`config.mk`:
```
export PLATFORM = sky130hd
export DESIGN_NAME = rsfp_top
export DESIGN_NICKNAME = d
export VERILOG_FILES = /design/src/common/rsfp_pkg.sv /design/src/rtl/rsfp_top.sv
export SDC_FILE = /design/constraint.sdc
export NUM_CORES = 2
export LEC_CHECK = 0
export ABC_CLOCK_PERIOD_IN_PS = 45000
export CAP_MARGIN = 30
export CORE_ASPECT_RATIO = 0.5
export CORE_MARGIN = 2
export CORE_UTILIZATION = 40
export DETAILED_ROUTE_END_ITERATION = 10
export DONT_BUFFER_PORTS = 1
export SYNTH_ARGS = -nofsm -noshare
export SYNTH_HDL_FRONTEND = slang
export SYNTH_SLANG_ARGS = --single-unit
```
`constraint.sdc`:
```
create_clock -name sys_clk -period 45 [get_ports sys_clk]
set_clock_uncertainty 0.1 [all_clocks]
set_input_delay 2.25 -clock sys_clk [delete_from_list [all_inputs] [get_ports sys_clk]]
set_output_delay 2.25 -clock sys_clk [all_outputs]
set_load 0.02 [all_outputs]
```
`src/common/rsfp_pkg.sv`:
```
package rsfp_pkg;
  localparam int NR = 2;
  localparam int NP = 4;
  localparam int NSLOT = 8;
  localparam int CLK_MHZ = 200;
  localparam int INIT_US = 200;
  localparam int INIT_CYC = INIT_US * CLK_MHZ;
  localparam int CHK_CYC = 16;
  localparam int LS_HALF = 32;
  localparam int RETRY_CYC = 4096;
  // register byte offsets
  localparam logic [5:0] A_PAGE = 6'h00;
  localparam logic [5:0] A_CTRL = 6'h04;
  localparam logic [5:0] A_DLY  = 6'h08;
  localparam logic [5:0] A_RAMP = 6'h0C;
  localparam logic [5:0] A_VTH  = 6'h10;
  localparam logic [5:0] A_OCT  = 6'h14;
  localparam logic [5:0] A_OCP  = 6'h18;
  localparam logic [5:0] A_FILT = 6'h1C;
  localparam logic [5:0] A_TMP  = 6'h20;
  localparam logic [5:0] A_MAP  = 6'h24;
  localparam logic [5:0] A_STAT = 6'h28;
  localparam logic [5:0] A_BOOT = 6'h2C;
  localparam logic [5:0] A_SAVE = 6'h30;
  // fault vector bit positions
  localparam int F_OV  = 0;
  localparam int F_UV  = 1;
  localparam int F_OCF = 2;
  localparam int F_OCS = 3;
  localparam int F_OCP = 4;
  localparam int F_STG = 5;
  localparam int F_OT  = 6;
  localparam int F_WRN = 7;
  localparam logic [7:0]  PG_FORCE = 8'h1F;
  localparam logic [11:0] FS_POS   = 12'h7FF;
  localparam logic [11:0] FS_NEG   = 12'h800;
  localparam int STRAP_OHMS [NSLOT] = '{6800, 1800, 2200, 2700, 3300, 3900, 4700, 5600};

  typedef enum logic [5:0] {
    R_OFF = 6'h01, R_INIT = 6'h02, R_RAMP = 6'h04,
    R_ON = 6'h08, R_DOWN = 6'h10, R_FLT = 6'h20
  } rsfp_rail_e;

  typedef enum logic [4:0] {
    B_POR = 5'h01, B_CHK = 5'h02, B_LOAD = 5'h04, B_LOCK = 5'h08, B_RDY = 5'h10
  } rsfp_boot_e;

  typedef struct packed {
    logic [11:0] vout;
    logic [9:0]  temp;
    logic        sns_open;
  } rsfp_sense_s;

  typedef struct packed {
    logic        on;
    logic [6:0]  fen;
    logic [6:0]  rty;
    logic [15:0] dly;
    logic [15:0] rup;
    logic [15:0] rdn;
    logic [11:0] ov;
    logic [11:0] uv;
    logic [11:0] ocf;
    logic [11:0] ocs;
    logic [11:0] pk;
    logic [7:0]  pkn;
    logic        pkf;
    logic [3:0]  fsh;
    logic [3:0]  ssh;
    logic [7:0]  frs;
    logic [7:0]  srs;
    logic [9:0]  twn;
    logic [9:0]  tft;
    logic [7:0]  pgm;
    logic [7:0]  twm;
  } rsfp_cfg_s;

  localparam rsfp_cfg_s CFG_RST = '{on: 1'b0, fen: 7'h7F, rty: 7'h00, dly: 16'h0000,
    rup: 16'h0400, rdn: 16'h0400, ov: 12'hE00, uv: 12'h200, ocf: 12'h600,
    ocs: 12'h400, pk: 12'h700, pkn: 8'h10, pkf: 1'b0, fsh: 4'h1, ssh: 4'h4,
    frs: 8'h04, srs: 8'h40, twn: 10'h2A0, tft: 10'h300, pgm: 8'h7F, twm: 8'h80};
endpackage : rsfp_pkg

```
`src/rtl/rsfp_top.sv`:
```
// Contract
// - POR then check, load strapped set, read lockout, start telemetry
// - shutdown once supplies good; soft-start only on enable
// - shutdown rail holds phase outputs hi-z
// - delay from enable, then ramp; up and down ramps separate
// - 200 us init after enable before any ramp
// - zero ramp applies target at once
// - strap resistance decodes to id 0 to 7
// - load newest save with that id; eight saves total
// - per fault: enable bit and latch or retry
// - good only after soft-start, output in window
// - good fault map configurable; low on over-current, over/under-voltage
// - voltage checks: loop sample against bus thresholds
// - over-voltage: off, flag, alert, good low, pulse low side
// - under-voltage: off, flag, alert, good low
// - after voltage fault off until enable toggles, unless retry
// - open sense line counts as over-voltage
// - current total feeds fast and slow paths, no per-cycle action
// - phase past peak limit gets modulation inverted at once
// - peak limit indefinite or fault after counted consecutive cycles
// - enabled stage detector: full-scale sample shuts rail at once
// - thermal warning shows warning only, valid once enabled
// - warning and fault temperature thresholds; outputs map to either
// - page 0 selects rail 0, page 1 rail 1
//
// Design decisions made here: register access over Avalon-MM and the register offsets.
module rsfp_top
  import rsfp_pkg::*;
#(
  parameter int INIT_CYC_P = INIT_CYC
) (
  input  wire logic                 sys_clk,
  input  wire logic                 rstn,
  input  wire logic                 ce,
  input  wire logic [5:0]           avs_address,
  input  wire logic                 avs_read,
  input  wire logic                 avs_write,
  input  wire logic [31:0]          avs_writedata,
  input  wire logic [3:0]           avs_byteenable,
  output logic      [31:0]          avs_readdata,
  output logic                      avs_waitrequest,
  input  wire logic                 vcc_ok,
  input  wire logic [11:0]          vin_sample,
  input  wire logic [12:0]          strap_ohms,
  input  wire logic [NR-1:0]        rail_enable_input,
  input  wire rsfp_sense_s [NR-1:0] sns,
  input  wire logic [NP-1:0][11:0]  phase_cur,
  input  wire logic [NP-1:0]        pwm_in,
  output logic      [NP-1:0]        pwm_out,
  output logic      [NP-1:0]        pwm_oe,
  output logic      [NR-1:0]        low_side_switch,
  output logic      [NR-1:0]        rail_run,
  output logic      [NR-1:0]        rail_good_output_out,
  output logic      [NR-1:0]        rail_good_output_oe,
  output logic                      host_alert_output_out,
  output logic                      host_alert_output_oe,
  output logic                      thermal_warning_output_out,
  output logic                      thermal_warning_output_oe
);

  // nearest nominal strap value wins, tolerant of 1% parts
  function automatic logic [2:0] strap_id(input logic [12:0] r);
    int best;
    int d;
    best = 32'h7FFF;
    strap_id = 3'h0;
    for (int i = 0; i < NSLOT; i++) begin
      d = (int'(r) > STRAP_OHMS[i]) ? int'(r) - STRAP_OHMS[i] : STRAP_OHMS[i] - int'(r);
      if (d < best) begin
        best = d;
        strap_id = 3'(i);
      end
    end
  endfunction : strap_id

  function automatic logic [31:0] be_mrg(input logic [31:0] o, input logic [31:0] n, input logic [3:0] be);
    for (int i = 0; i < 4; i++) begin
      if (be[i]) o[i*8 +: 8] = n[i*8 +: 8];
    end
    be_mrg = o;
  endfunction : be_mrg

  // register image of one rail's settings, shared by read and write
  function automatic logic [31:0] cfg_rd(input rsfp_cfg_s c, input logic [5:0] a);
    case (a)
      A_CTRL: cfg_rd = {1'b0, c.rty, 1'b0, c.fen, 15'h0000, c.on};
      A_DLY:  cfg_rd = {16'h0000, c.dly};
      A_RAMP: cfg_rd = {c.rdn, c.rup};
      A_VTH:  cfg_rd = {4'h0, c.uv, 4'h0, c.ov};
      A_OCT:  cfg_rd = {4'h0, c.ocs, 4'h0, c.ocf};
      A_OCP:  cfg_rd = {7'h00, c.pkf, c.pkn, 4'h0, c.pk};
      A_FILT: cfg_rd = {c.srs, c.frs, 8'h00, c.ssh, c.fsh};
      A_TMP:  cfg_rd = {6'h00, c.tft, 6'h00, c.twn};
      A_MAP:  cfg_rd = {16'h0000, c.twm, c.pgm};
      default: cfg_rd = 32'h0000_0000;
    endcase
  endfunction : cfg_rd

  function automatic logic [11:0] mag(input logic [11:0] x);
    mag = x[11] ? 12'(-x) : x;
  endfunction : mag

  // rail current filter: one-pole with shift coefficient
  function automatic logic signed [13:0] lpf(input logic signed [13:0] y,
                                            input logic signed [13:0] x, input logic [3:0] sh);
    lpf = y + ((x - y) >>> sh);
  endfunction : lpf

  logic             wait_q;
  logic [31:0]      rdata_q;
  logic             page_q;
  rsfp_cfg_s        cfg_q [NR];
  rsfp_cfg_s        cfg_d;
  logic [31:0]      wmrg;
  logic             wr_acc;
  rsfp_boot_e       boot_q;
  logic [4:0]       bcnt_q;
  logic [2:0]       cid_q;
  logic [31:0]      set_q;
  logic             loaded_q;
  logic [31:0]      nv_data [NSLOT];
  logic [2:0]       nv_id_q [NSLOT];
  logic [NSLOT-1:0] nv_used_q;
  logic [3:0]       saves_q;
  logic             refused_q;
  logic             nv_hit;
  logic [2:0]       nv_idx;
  logic [7:0]       flags_q [NR];
  rsfp_rail_e       st_q [NR];
  logic [NR-1:0]    tw_req;
  logic             od_q;

  assign wr_acc = avs_write && !wait_q;
  assign avs_waitrequest = wait_q;
  assign avs_readdata = rdata_q;

  // waitrequest low for one cycle after a request
  always_ff @(posedge sys_clk) begin
    if (!rstn) wait_q <= 1'b1;
    else if (ce) wait_q <= !(wait_q && (avs_read || avs_write));
  end

  // read data latched at request, stands while waitrequest low
  always_ff @(posedge sys_clk) begin
    if (!rstn) rdata_q <= 32'h0000_0000;
    else if (ce && wait_q && avs_read) begin
      case (avs_address)
        A_PAGE: rdata_q <= {31'h0000_0000, page_q};
        A_STAT: rdata_q <= {18'h00000, st_q[page_q], flags_q[page_q]};
        A_BOOT: rdata_q <= {14'h0000, refused_q, saves_q, boot_q, loaded_q, 4'h0, cid_q};
        A_SAVE: rdata_q <= set_q;
        default: rdata_q <= cfg_rd(cfg_q[page_q], avs_address); // unmapped reads zero
      endcase
    end
  end

  always_ff @(posedge sys_clk) begin
    if (!rstn) page_q <= 1'b0;
    else if (ce && wr_acc && avs_address == A_PAGE && avs_byteenable[0]) begin
      page_q <= avs_writedata[0];
    end
  end

  // unpack merged write into paged settings
  always_comb begin
    logic [15:0] pad;
    pad = 16'h0000;
    cfg_d = cfg_q[page_q];
    wmrg = be_mrg(cfg_rd(cfg_q[page_q], avs_address), avs_writedata, avs_byteenable);
    case (avs_address)
      A_CTRL: {pad[0], cfg_d.rty, pad[1], cfg_d.fen, pad[14:0], cfg_d.on} = wmrg;
      A_DLY:  {pad, cfg_d.dly} = wmrg;
      A_RAMP: {cfg_d.rdn, cfg_d.rup} = wmrg;
      A_VTH:  {pad[3:0], cfg_d.uv, pad[7:4], cfg_d.ov} = wmrg;
      A_OCT:  {pad[3:0], cfg_d.ocs, pad[7:4], cfg_d.ocf} = wmrg;
      A_OCP:  {pad[6:0], cfg_d.pkf, cfg_d.pkn, pad[10:7], cfg_d.pk} = wmrg;
      A_FILT: {cfg_d.srs, cfg_d.frs, pad[7:0], cfg_d.ssh, cfg_d.fsh} = wmrg;
      A_TMP:  {pad[5:0], cfg_d.tft, pad[11:6], cfg_d.twn} = wmrg;
      A_MAP:  {pad, cfg_d.twm, cfg_d.pgm} = wmrg;
      default: cfg_d = cfg_q[page_q];
    endcase
  end

  always_ff @(posedge sys_clk) begin
    if (!rstn) begin
      for (int i = 0; i < NR; i++) cfg_q[i] <= CFG_RST;
    end else if (ce && wr_acc) begin
      cfg_q[page_q] <= cfg_d;
    end
  end

  // newest slot with the strap id wins
  always_comb begin
    nv_hit = 1'b0;
    nv_idx = 3'h0;
    for (int i = 0; i < NSLOT; i++) begin
      if (nv_used_q[i] && nv_id_q[i] == cid_q) begin
        nv_hit = 1'b1;
        nv_idx = 3'(i);
      end
    end
  end

  // setting store: eight saves in all, later ones refused
  always_ff @(posedge sys_clk) begin
    if (!rstn) begin
      nv_used_q <= '0;
      saves_q <= 4'h0;
      refused_q <= 1'b0;
      for (int i = 0; i < NSLOT; i++) begin
        nv_data[i] <= 32'h0000_0000;
        nv_id_q[i] <= 3'h0;
      end
    end else if (ce && wr_acc && avs_address == A_SAVE && avs_byteenable == 4'hF) begin
      if (saves_q < 4'(NSLOT)) begin
        nv_data[saves_q[2:0]] <= avs_writedata;
        nv_id_q[saves_q[2:0]] <= cid_q;
        nv_used_q[saves_q[2:0]] <= 1'b1;
        saves_q <= saves_q + 4'h1;
      end else begin
        refused_q <= 1'b1;
      end
    end
  end

  // power-on flow; strap caught here, not by reset
  always_ff @(posedge sys_clk) begin
    if (!rstn) begin
      boot_q <= B_POR;
      bcnt_q <= 5'h00;
      cid_q <= 3'h0;
      set_q <= 32'h0000_0000;
      loaded_q <= 1'b0;
    end else if (ce) begin
      case (boot_q)
        B_POR: if (vcc_ok) begin
          boot_q <= B_CHK;
          bcnt_q <= 5'h00;
          cid_q <= strap_id(strap_ohms);
        end
        B_CHK: begin
          bcnt_q <= bcnt_q + 5'h01;
          if (bcnt_q == 5'(CHK_CYC - 1)) boot_q <= B_LOAD;
        end
        B_LOAD: begin
          set_q <= nv_hit ? nv_data[nv_idx] : 32'h0000_0000;
          loaded_q <= nv_hit;
          boot_q <= B_LOCK;
        end
        B_LOCK: if (vin_sample >= set_q[11:0]) boot_q <= B_RDY;
        B_RDY: if (!vcc_ok) boot_q <= B_POR;
        default: boot_q <= B_POR;
      endcase
    end
  end

  for (genvar g = 0; g < NR; g++) begin : g_rail
    rsfp_cfg_s          c;
    rsfp_sense_s        s;
    logic [15:0]        icnt_q;
    logic [15:0]        dcnt_q;
    logic [15:0]        rcnt_q;
    logic [6:0]         cause_q;
    logic [6:0]         det;
    logic signed [13:0] tot;
    logic signed [13:0] fflt_q;
    logic signed [13:0] sflt_q;
    logic [7:0]         frc_q;
    logic [7:0]         src_q;
    logic [7:0]         pkc_q [2];
    logic [1:0]         pk;
    logic [1:0]         pkseen_q;
    logic [1:0]         pwmd_q;
    logic [5:0]         lsc_q;
    logic               ovd;
    logic               go;
    logic               act;
    logic               pkt;
    logic               good;

    assign c = cfg_q[g];
    assign s = sns[g];
    assign go = boot_q == B_RDY && rail_enable_input[g] && c.on;
    assign act = st_q[g] == R_RAMP || st_q[g] == R_ON;
    assign ovd = s.vout > c.ov || s.sns_open;
    assign tot = 14'($signed(phase_cur[2*g])) + 14'($signed(phase_cur[2*g+1]));

    always_comb begin
      for (int j = 0; j < 2; j++) pk[j] = mag(phase_cur[2*g+j]) >= c.pk;
      pkt = c.pkf && (pkc_q[0] >= c.pkn || pkc_q[1] >= c.pkn);
      det[F_OV] = ovd;
      det[F_UV] = st_q[g] == R_ON && s.vout < c.uv;
      det[F_OCF] = fflt_q > $signed({2'b00, c.ocf}) && frc_q >= c.frs;
      det[F_OCS] = sflt_q > $signed({2'b00, c.ocs}) && src_q >= c.srs;
      det[F_OCP] = pkt;
      det[F_STG] = phase_cur[2*g] == FS_POS || phase_cur[2*g] == FS_NEG
                || phase_cur[2*g+1] == FS_POS || phase_cur[2*g+1] == FS_NEG;
      det[F_OT] = s.temp >= c.tft;
      det = det & c.fen;
      good = st_q[g] == R_ON && s.vout >= c.uv && !ovd
          && !(|({s.temp >= c.twn, det} & (c.pgm | PG_FORCE)));
    end

    // two filtered total-current paths; they only count, never touch modulation
    always_ff @(posedge sys_clk) begin
      if (!rstn) begin
        fflt_q <= 14'sh0000;
        sflt_q <= 14'sh0000;
        frc_q <= 8'h00;
        src_q <= 8'h00;
      end else if (ce) begin
        fflt_q <= lpf(fflt_q, tot, c.fsh);
        sflt_q <= lpf(sflt_q, tot, c.ssh);
        frc_q <= fflt_q <= $signed({2'b00, c.ocf}) ? 8'h00 : (frc_q == c.frs ? frc_q : frc_q + 8'h01);
        src_q <= sflt_q <= $signed({2'b00, c.ocs}) ? 8'h00 : (src_q == c.srs ? src_q : src_q + 8'h01);
      end
    end

    // consecutive limited cycles, counted per pwm period
    always_ff @(posedge sys_clk) begin
      if (!rstn) begin
        pkseen_q <= 2'b00;
        pwmd_q <= 2'b00;
        pkc_q[0] <= 8'h00;
        pkc_q[1] <= 8'h00;
      end else if (ce) begin
        pwmd_q <= pwm_in[2*g +: 2];
        for (int j = 0; j < 2; j++) begin
          if (pwm_in[2*g+j] && !pwmd_q[j]) begin
            pkseen_q[j] <= pk[j];
            pkc_q[j] <= pkseen_q[j] ? (pkc_q[j] == 8'hFF ? pkc_q[j] : pkc_q[j] + 8'h01) : 8'h00;
          end else if (pk[j]) begin
            pkseen_q[j] <= 1'b1;
          end
        end
      end
    end

    // rail sequencer; faults here never reach the other rail
    always_ff @(posedge sys_clk) begin
      if (!rstn) begin
        st_q[g] <= R_OFF;
        icnt_q <= 16'h0000;
        dcnt_q <= 16'h0000;
        rcnt_q <= 16'h0000;
        cause_q <= 7'h00;
      end else if (ce) begin
        case (st_q[g])
          R_OFF: if (go) begin
            st_q[g] <= R_INIT;
            icnt_q <= 16'h0000;
            dcnt_q <= 16'h0000;
          end
          R_INIT: begin
            if (icnt_q != 16'(INIT_CYC_P)) icnt_q <= icnt_q + 16'h0001;
            if (dcnt_q != c.dly) dcnt_q <= dcnt_q + 16'h0001;
            rcnt_q <= 16'h0000;
            if (!go) st_q[g] <= R_OFF;
            else if (|(det & (7'h01 << F_OT | 7'h01 << F_STG))) begin
              st_q[g] <= R_FLT;
              cause_q <= det;
            end else if (icnt_q >= 16'(INIT_CYC_P - 1) && dcnt_q >= c.dly) begin
              st_q[g] <= c.rup == 16'h0000 ? R_ON : R_RAMP;
            end
          end
          R_RAMP, R_ON: begin
            rcnt_q <= rcnt_q + 16'h0001;
            if (|det) begin
              st_q[g] <= R_FLT;
              cause_q <= det;
              rcnt_q <= 16'h0000;
            end else if (!go) begin
              st_q[g] <= R_DOWN;
              rcnt_q <= 16'h0000;
            end else if (st_q[g] == R_RAMP && rcnt_q >= c.rup - 16'h0001) begin
              st_q[g] <= R_ON;
            end
          end
          R_DOWN: begin
            rcnt_q <= rcnt_q + 16'h0001;
            if (rcnt_q >= c.rdn) st_q[g] <= R_OFF;
          end
          R_FLT: begin
            if (rcnt_q != 16'(RETRY_CYC)) rcnt_q <= rcnt_q + 16'h0001;
            // latched causes wait for enable low, retry causes for the back-off
            if (!go) st_q[g] <= R_OFF;
            else if ((cause_q & ~c.rty) == 7'h00 && rcnt_q == 16'(RETRY_CYC) && !ovd) begin
              st_q[g] <= R_OFF;
            end
          end
          default: st_q[g] <= R_OFF;
        endcase
      end
    end

    // sticky flags: write one to clear, a new event in the same cycle wins
    always_ff @(posedge sys_clk) begin
      if (!rstn) flags_q[g] <= 8'h00;
      else if (ce) begin
        flags_q[g] <= (flags_q[g] & ~((wr_acc && avs_address == A_STAT && page_q == 1'(g) && avs_byteenable[0])
                      ? avs_writedata[7:0] : 8'h00))
                      | {act && s.temp >= c.twn, act ? det : 7'h00};
      end
    end

    // pins: hi-z in shutdown, inverted phase on limit, low-side pulses on overvoltage
    always_ff @(posedge sys_clk) begin
      if (!rstn) begin
        pwm_out[2*g +: 2] <= 2'b00;
        pwm_oe[2*g +: 2] <= 2'b00;
        low_side_switch[g] <= 1'b0;
        lsc_q <= 6'h00;
        rail_run[g] <= 1'b0;
        rail_good_output_oe[g] <= 1'b1;
      end else if (ce) begin
        pwm_oe[2*g +: 2] <= {2{act && !(|det)}};
        pwm_out[2*g +: 2] <= pwm_in[2*g +: 2] ^ pk;
        lsc_q <= lsc_q == 6'(LS_HALF - 1) ? 6'h00 : lsc_q + 6'h01;
        if (st_q[g] == R_FLT && cause_q[F_OV] && ovd) begin
          if (lsc_q == 6'(LS_HALF - 1)) low_side_switch[g] <= !low_side_switch[g];
        end else begin
          low_side_switch[g] <= 1'b0;
        end
        rail_run[g] <= act && !(|det);
        rail_good_output_oe[g] <= !good;
      end
    end

    assign tw_req[g] = st_q[g] != R_OFF && (|({s.temp >= c.twn, s.temp >= c.tft} & {c.twm[F_WRN], c.twm[F_OT]}));
  end

  // shared open-drain pins; the driven level is always low
  always_ff @(posedge sys_clk) begin
    if (!rstn) begin
      od_q <= 1'b0;
      host_alert_output_oe <= 1'b0;
      thermal_warning_output_oe <= 1'b0;
    end else if (ce) begin
      od_q <= 1'b0;
      host_alert_output_oe <= |(flags_q[0][6:0] | flags_q[1][6:0]);
      thermal_warning_output_oe <= |tw_req;
    end
  end

  assign host_alert_output_out = od_q;
  assign thermal_warning_output_out = od_q;
  assign rail_good_output_out = {NR{od_q}};

endmodule : rsfp_top

```
==> metrics.yaml <==
ys_ff_latch: 1048
min_path_type: "flip-flop to flip-flop"
synth_mux_area_share_pct: 6.061
pin_count: 226
cts_tree: "done"
synth_ff_type: "edfxtp_1"
syn_avg_cell_area_um2: 9.035
critPathArrivalTime_ns: 19.31
max_freq_ghz: 0.05350
status: "complete, no violations"
crit_fanout: 30
path_class: "primary input to flip-flop"
leakage_nw: 31.06
clock_latency_ns: 0.78
final_nets: 8834
core_um2: 183500
die-area_um2: 188700
hold_path_end: "nv_used_q[5]"
rows: 111
synth_top_area_share_pct: 29.37
cap_violations: 0
path_buf_inv: 7
die_w_um: 612.4
netlist_instances: 8194
power.density_nw_per_um2: 41.23
worstHoldStart: "nv_used_q[5]"
synth_top_family_by_area: "simple AND/OR/NAND/NOR gates"
drc: 0
numCtsBuffers: 107
grt_pass1_vias: 57460
crit_path_end_kind: "flip-flop"
initial_utilization_pct: 40.35
grt_max_degree: 221
yosysWarningCount: 0
ctsHoldBuffers: 0
r2r_slack_ns: 38.82
yosysSeqAreaShare_pct: 38.13
post_cts_resized: 0
drt_pass1_iterations: 8
fin_crit_ns: 18.69
synth_edf_count: 724
cp_common_cell: "ha_1"
grt_usage_pct: 26.50
finalSetupViolations: 0
clock_tree.root_cell: "clkbuf_16"
max_stage_delay_ns: 0.77
r2r_start: "g_rail[0].fflt_q[1]"
wl_per_cell_um: 24.28
stdcell_area_um2: 80530
r2r-end: "g_rail[0].fflt_q[12]"
worstPathRequired_ns: 45.62
post-route-period-util_pct: 41.54
vias_per_cell: 5.842
placed_area_um2: 76740
gp_congestion: 0.9533
cts_setup_buffers: 0
cts.reportedPaths.clkPinSlew_ns: 0.07
rsz0062_at_grt: "no"
num_vias: 61940
synth_adder_area_share_pct: 11.09
postSynth.asyncResetShare_pct: 0
synth-compound-area-share_pct: 16.53
drt-total-wl_um: 257500
drtAntennaViolNets: 0
finalSetupTns_ns: 0
ys_types: 111
cts_sinks: 1048
start_kind: "primary input"
timing.final.max_slew_violations: 0
tightestPinTransition_ns: 1.099
final_hold_viol_count: 0
whs_path_depth: 1
die_h_um: 308.2
crit_slowest_cell: "a41o_1"
clock_path_buffers: 3
drtIter0Drc: 6254
slew_headroom_pct: 26.72
syn_area_um2: 74030
yosys.area_share.simple_pct: 18.61
cts.htree.levels: 3
synth_most_common_cell: "nand2_1"
synth_common_cells: "nand2_1 (818), nor2_1 (782), edfxtp_1 (724)"
synth_xor_area_share_pct: 4.732
dp_hpwl_um: 188500
synth.area.top_cells: "edfxtp_1 (29%), ha_1 (11%), dfxtp_1 (8.8%)"
area_delta_synth_final_pct: 8.777
vdd_drop_max_mv: 0.03154
antenna_found_initial: 17
portBuffers: 0
layout-drive-gt1-share_pct: 7.095
overflow: 0
rr_worst_depth: 21
yosysTopAreaCell: "edfxtp_1"
grt_pass1_wl_um: 377700
crit_family: "compound AO/OA/AOI/OAI gates"
[registers in the layout, summed over array words and instances (netlist names), 8 cells and up, named ones only]
register	flops
g_rail.fflt_q	28
g_rail.dcnt_q	32
set_q	32
g_rail.frc_q	16
g_rail.cause_q	14
st_q	12
g_rail.lsc_q	12
g_rail.sflt_q	28
nv_data	256
g_rail.src_q	16
avs_readdata	32
g_rail.pkc_q	32
nv_used_q	8
g_rail.rcnt_q	32
nv_id_q	24
g_rail.icnt_q	32
cfg_q	384
flags_q	16
[logic make-up (layout without fill, tap and decap cells)]
group	Yosys count	after routing
simple gates	2847	2847
compound gates	1906	1906
flops	1048	1048
buf+inv	927	834
fa+ha+maj	650	650
mux	420	420
xor+xnor	395	395
other cells	1	17
[worst max-delay path by stage]
stage / from / endpoint / slack, ns / depth (start not counted)
after global placement: strap_ohms[5] / cid_q[1] / 25.78 / 64
after floorplan: strap_ohms[4] / cid_q[2] / 28.63 / 70
final: strap_ohms[5] / cid_q[1] / 26.31 / 66
after CTS: strap_ohms[5] / cid_q[0] / 26.66 / 68
after global routing: strap_ohms[5] / cid_q[0] / 24.84 / 68
after detailed placement: strap_ohms[5] / cid_q[1] / 25.99 / 68
[power by group]
group	switching [mW]	total (mW)	leakage, nW	internal (mW)
Sequential	0.0498	1.12	9.79	1.07
Clock	0.418	0.952	1.82	0.533
Combinational	0.719	1.24	19.5	0.525
[metrics by stage]
step	cells	hold slack (ns)	power (mW)	setup slack [ns]	utilization, %
after floorplan	8197	0.3209	2.081	28.63	-
after global placement	10380	0.3342	2.355	25.78	41.77
after detailed placement	10390	0.3393	2.361	25.99	41.83
after CTS	10590	0.3543	3.309	26.66	43.86
after global routing	10600	0.3710	3.508	24.84	43.88
final	10600	0.3581	3.320	26.31	43.89
[area by class of cell]
class                      instances  area (um2)
fill                           17840      102900
multi-input combinational       6222       42490
sequential                      1048       28230
clock buffer                     161        3176
tap                             2486        3110
inverter                         508        1907
timing repair buffer             124        1037
clock inverter                    41       541.8
antenna                           13       32.53
[layout by cell type, fill, tap and decap left out, types with 42 or more instances in the layout]
master and n:
o31ai_1 55, nand2_1 815, o211ai_1 42, a21o_1 140, o22ai_1 79, o21a_1 79, dfxtp_1 323, mux2i_1 271
nor4_1 69, mux2_2 136, a21oi_1 425, nor2_1 772, a31oi_1 60, clkbuf_16 112, and2_1 303, xnor2_1 245
buf_4 111, nor2b_1 126, inv_1 497, and3_1 59, nand2b_1 76, edfxtp_1 724, nor3_1 145, nand3_1 151
a22oi_1 69, nand4_1 112, xor2_1 147, a211oi_1 77, o21ai_0 523, ha_1 640
[worst register-to-register path, cell delays in order (launching register included)]
cell       delay (ns)
dfxtp_1          0.52
inv_1            0.08
ha_1             0.29
nor2b_1          0.14
o31a_1           0.28
o31a_1           0.27
o2111ai_1        0.27
a31oi_1          0.16
xnor3_1          0.57
mux2_2           0.37
mux4_2           0.46
ha_1             0.24
fa_1             0.41
a21o_1           0.19
a21oi_1          0.22
o21bai_1         0.12
a211oi_1         0.32
o311ai_0         0.29
a21o_1           0.26
a21oi_1          0.19
xor2_1           0.17
o22ai_1          0.09
[per-layer routing]
metal | vias to the layer above | track usage, % | wire length (um)
li1 | 29190 | - | -
met1 | 29870 | 35.72 | 110000
met2 | 2406 | 42.57 | 116200
met3 | 471 | 4.145 | 19820
met4 | 10 | 10.52 | 11400
met5 | - | 0 | 67
No activity file was read; power rests on OpenSTA's default activity.
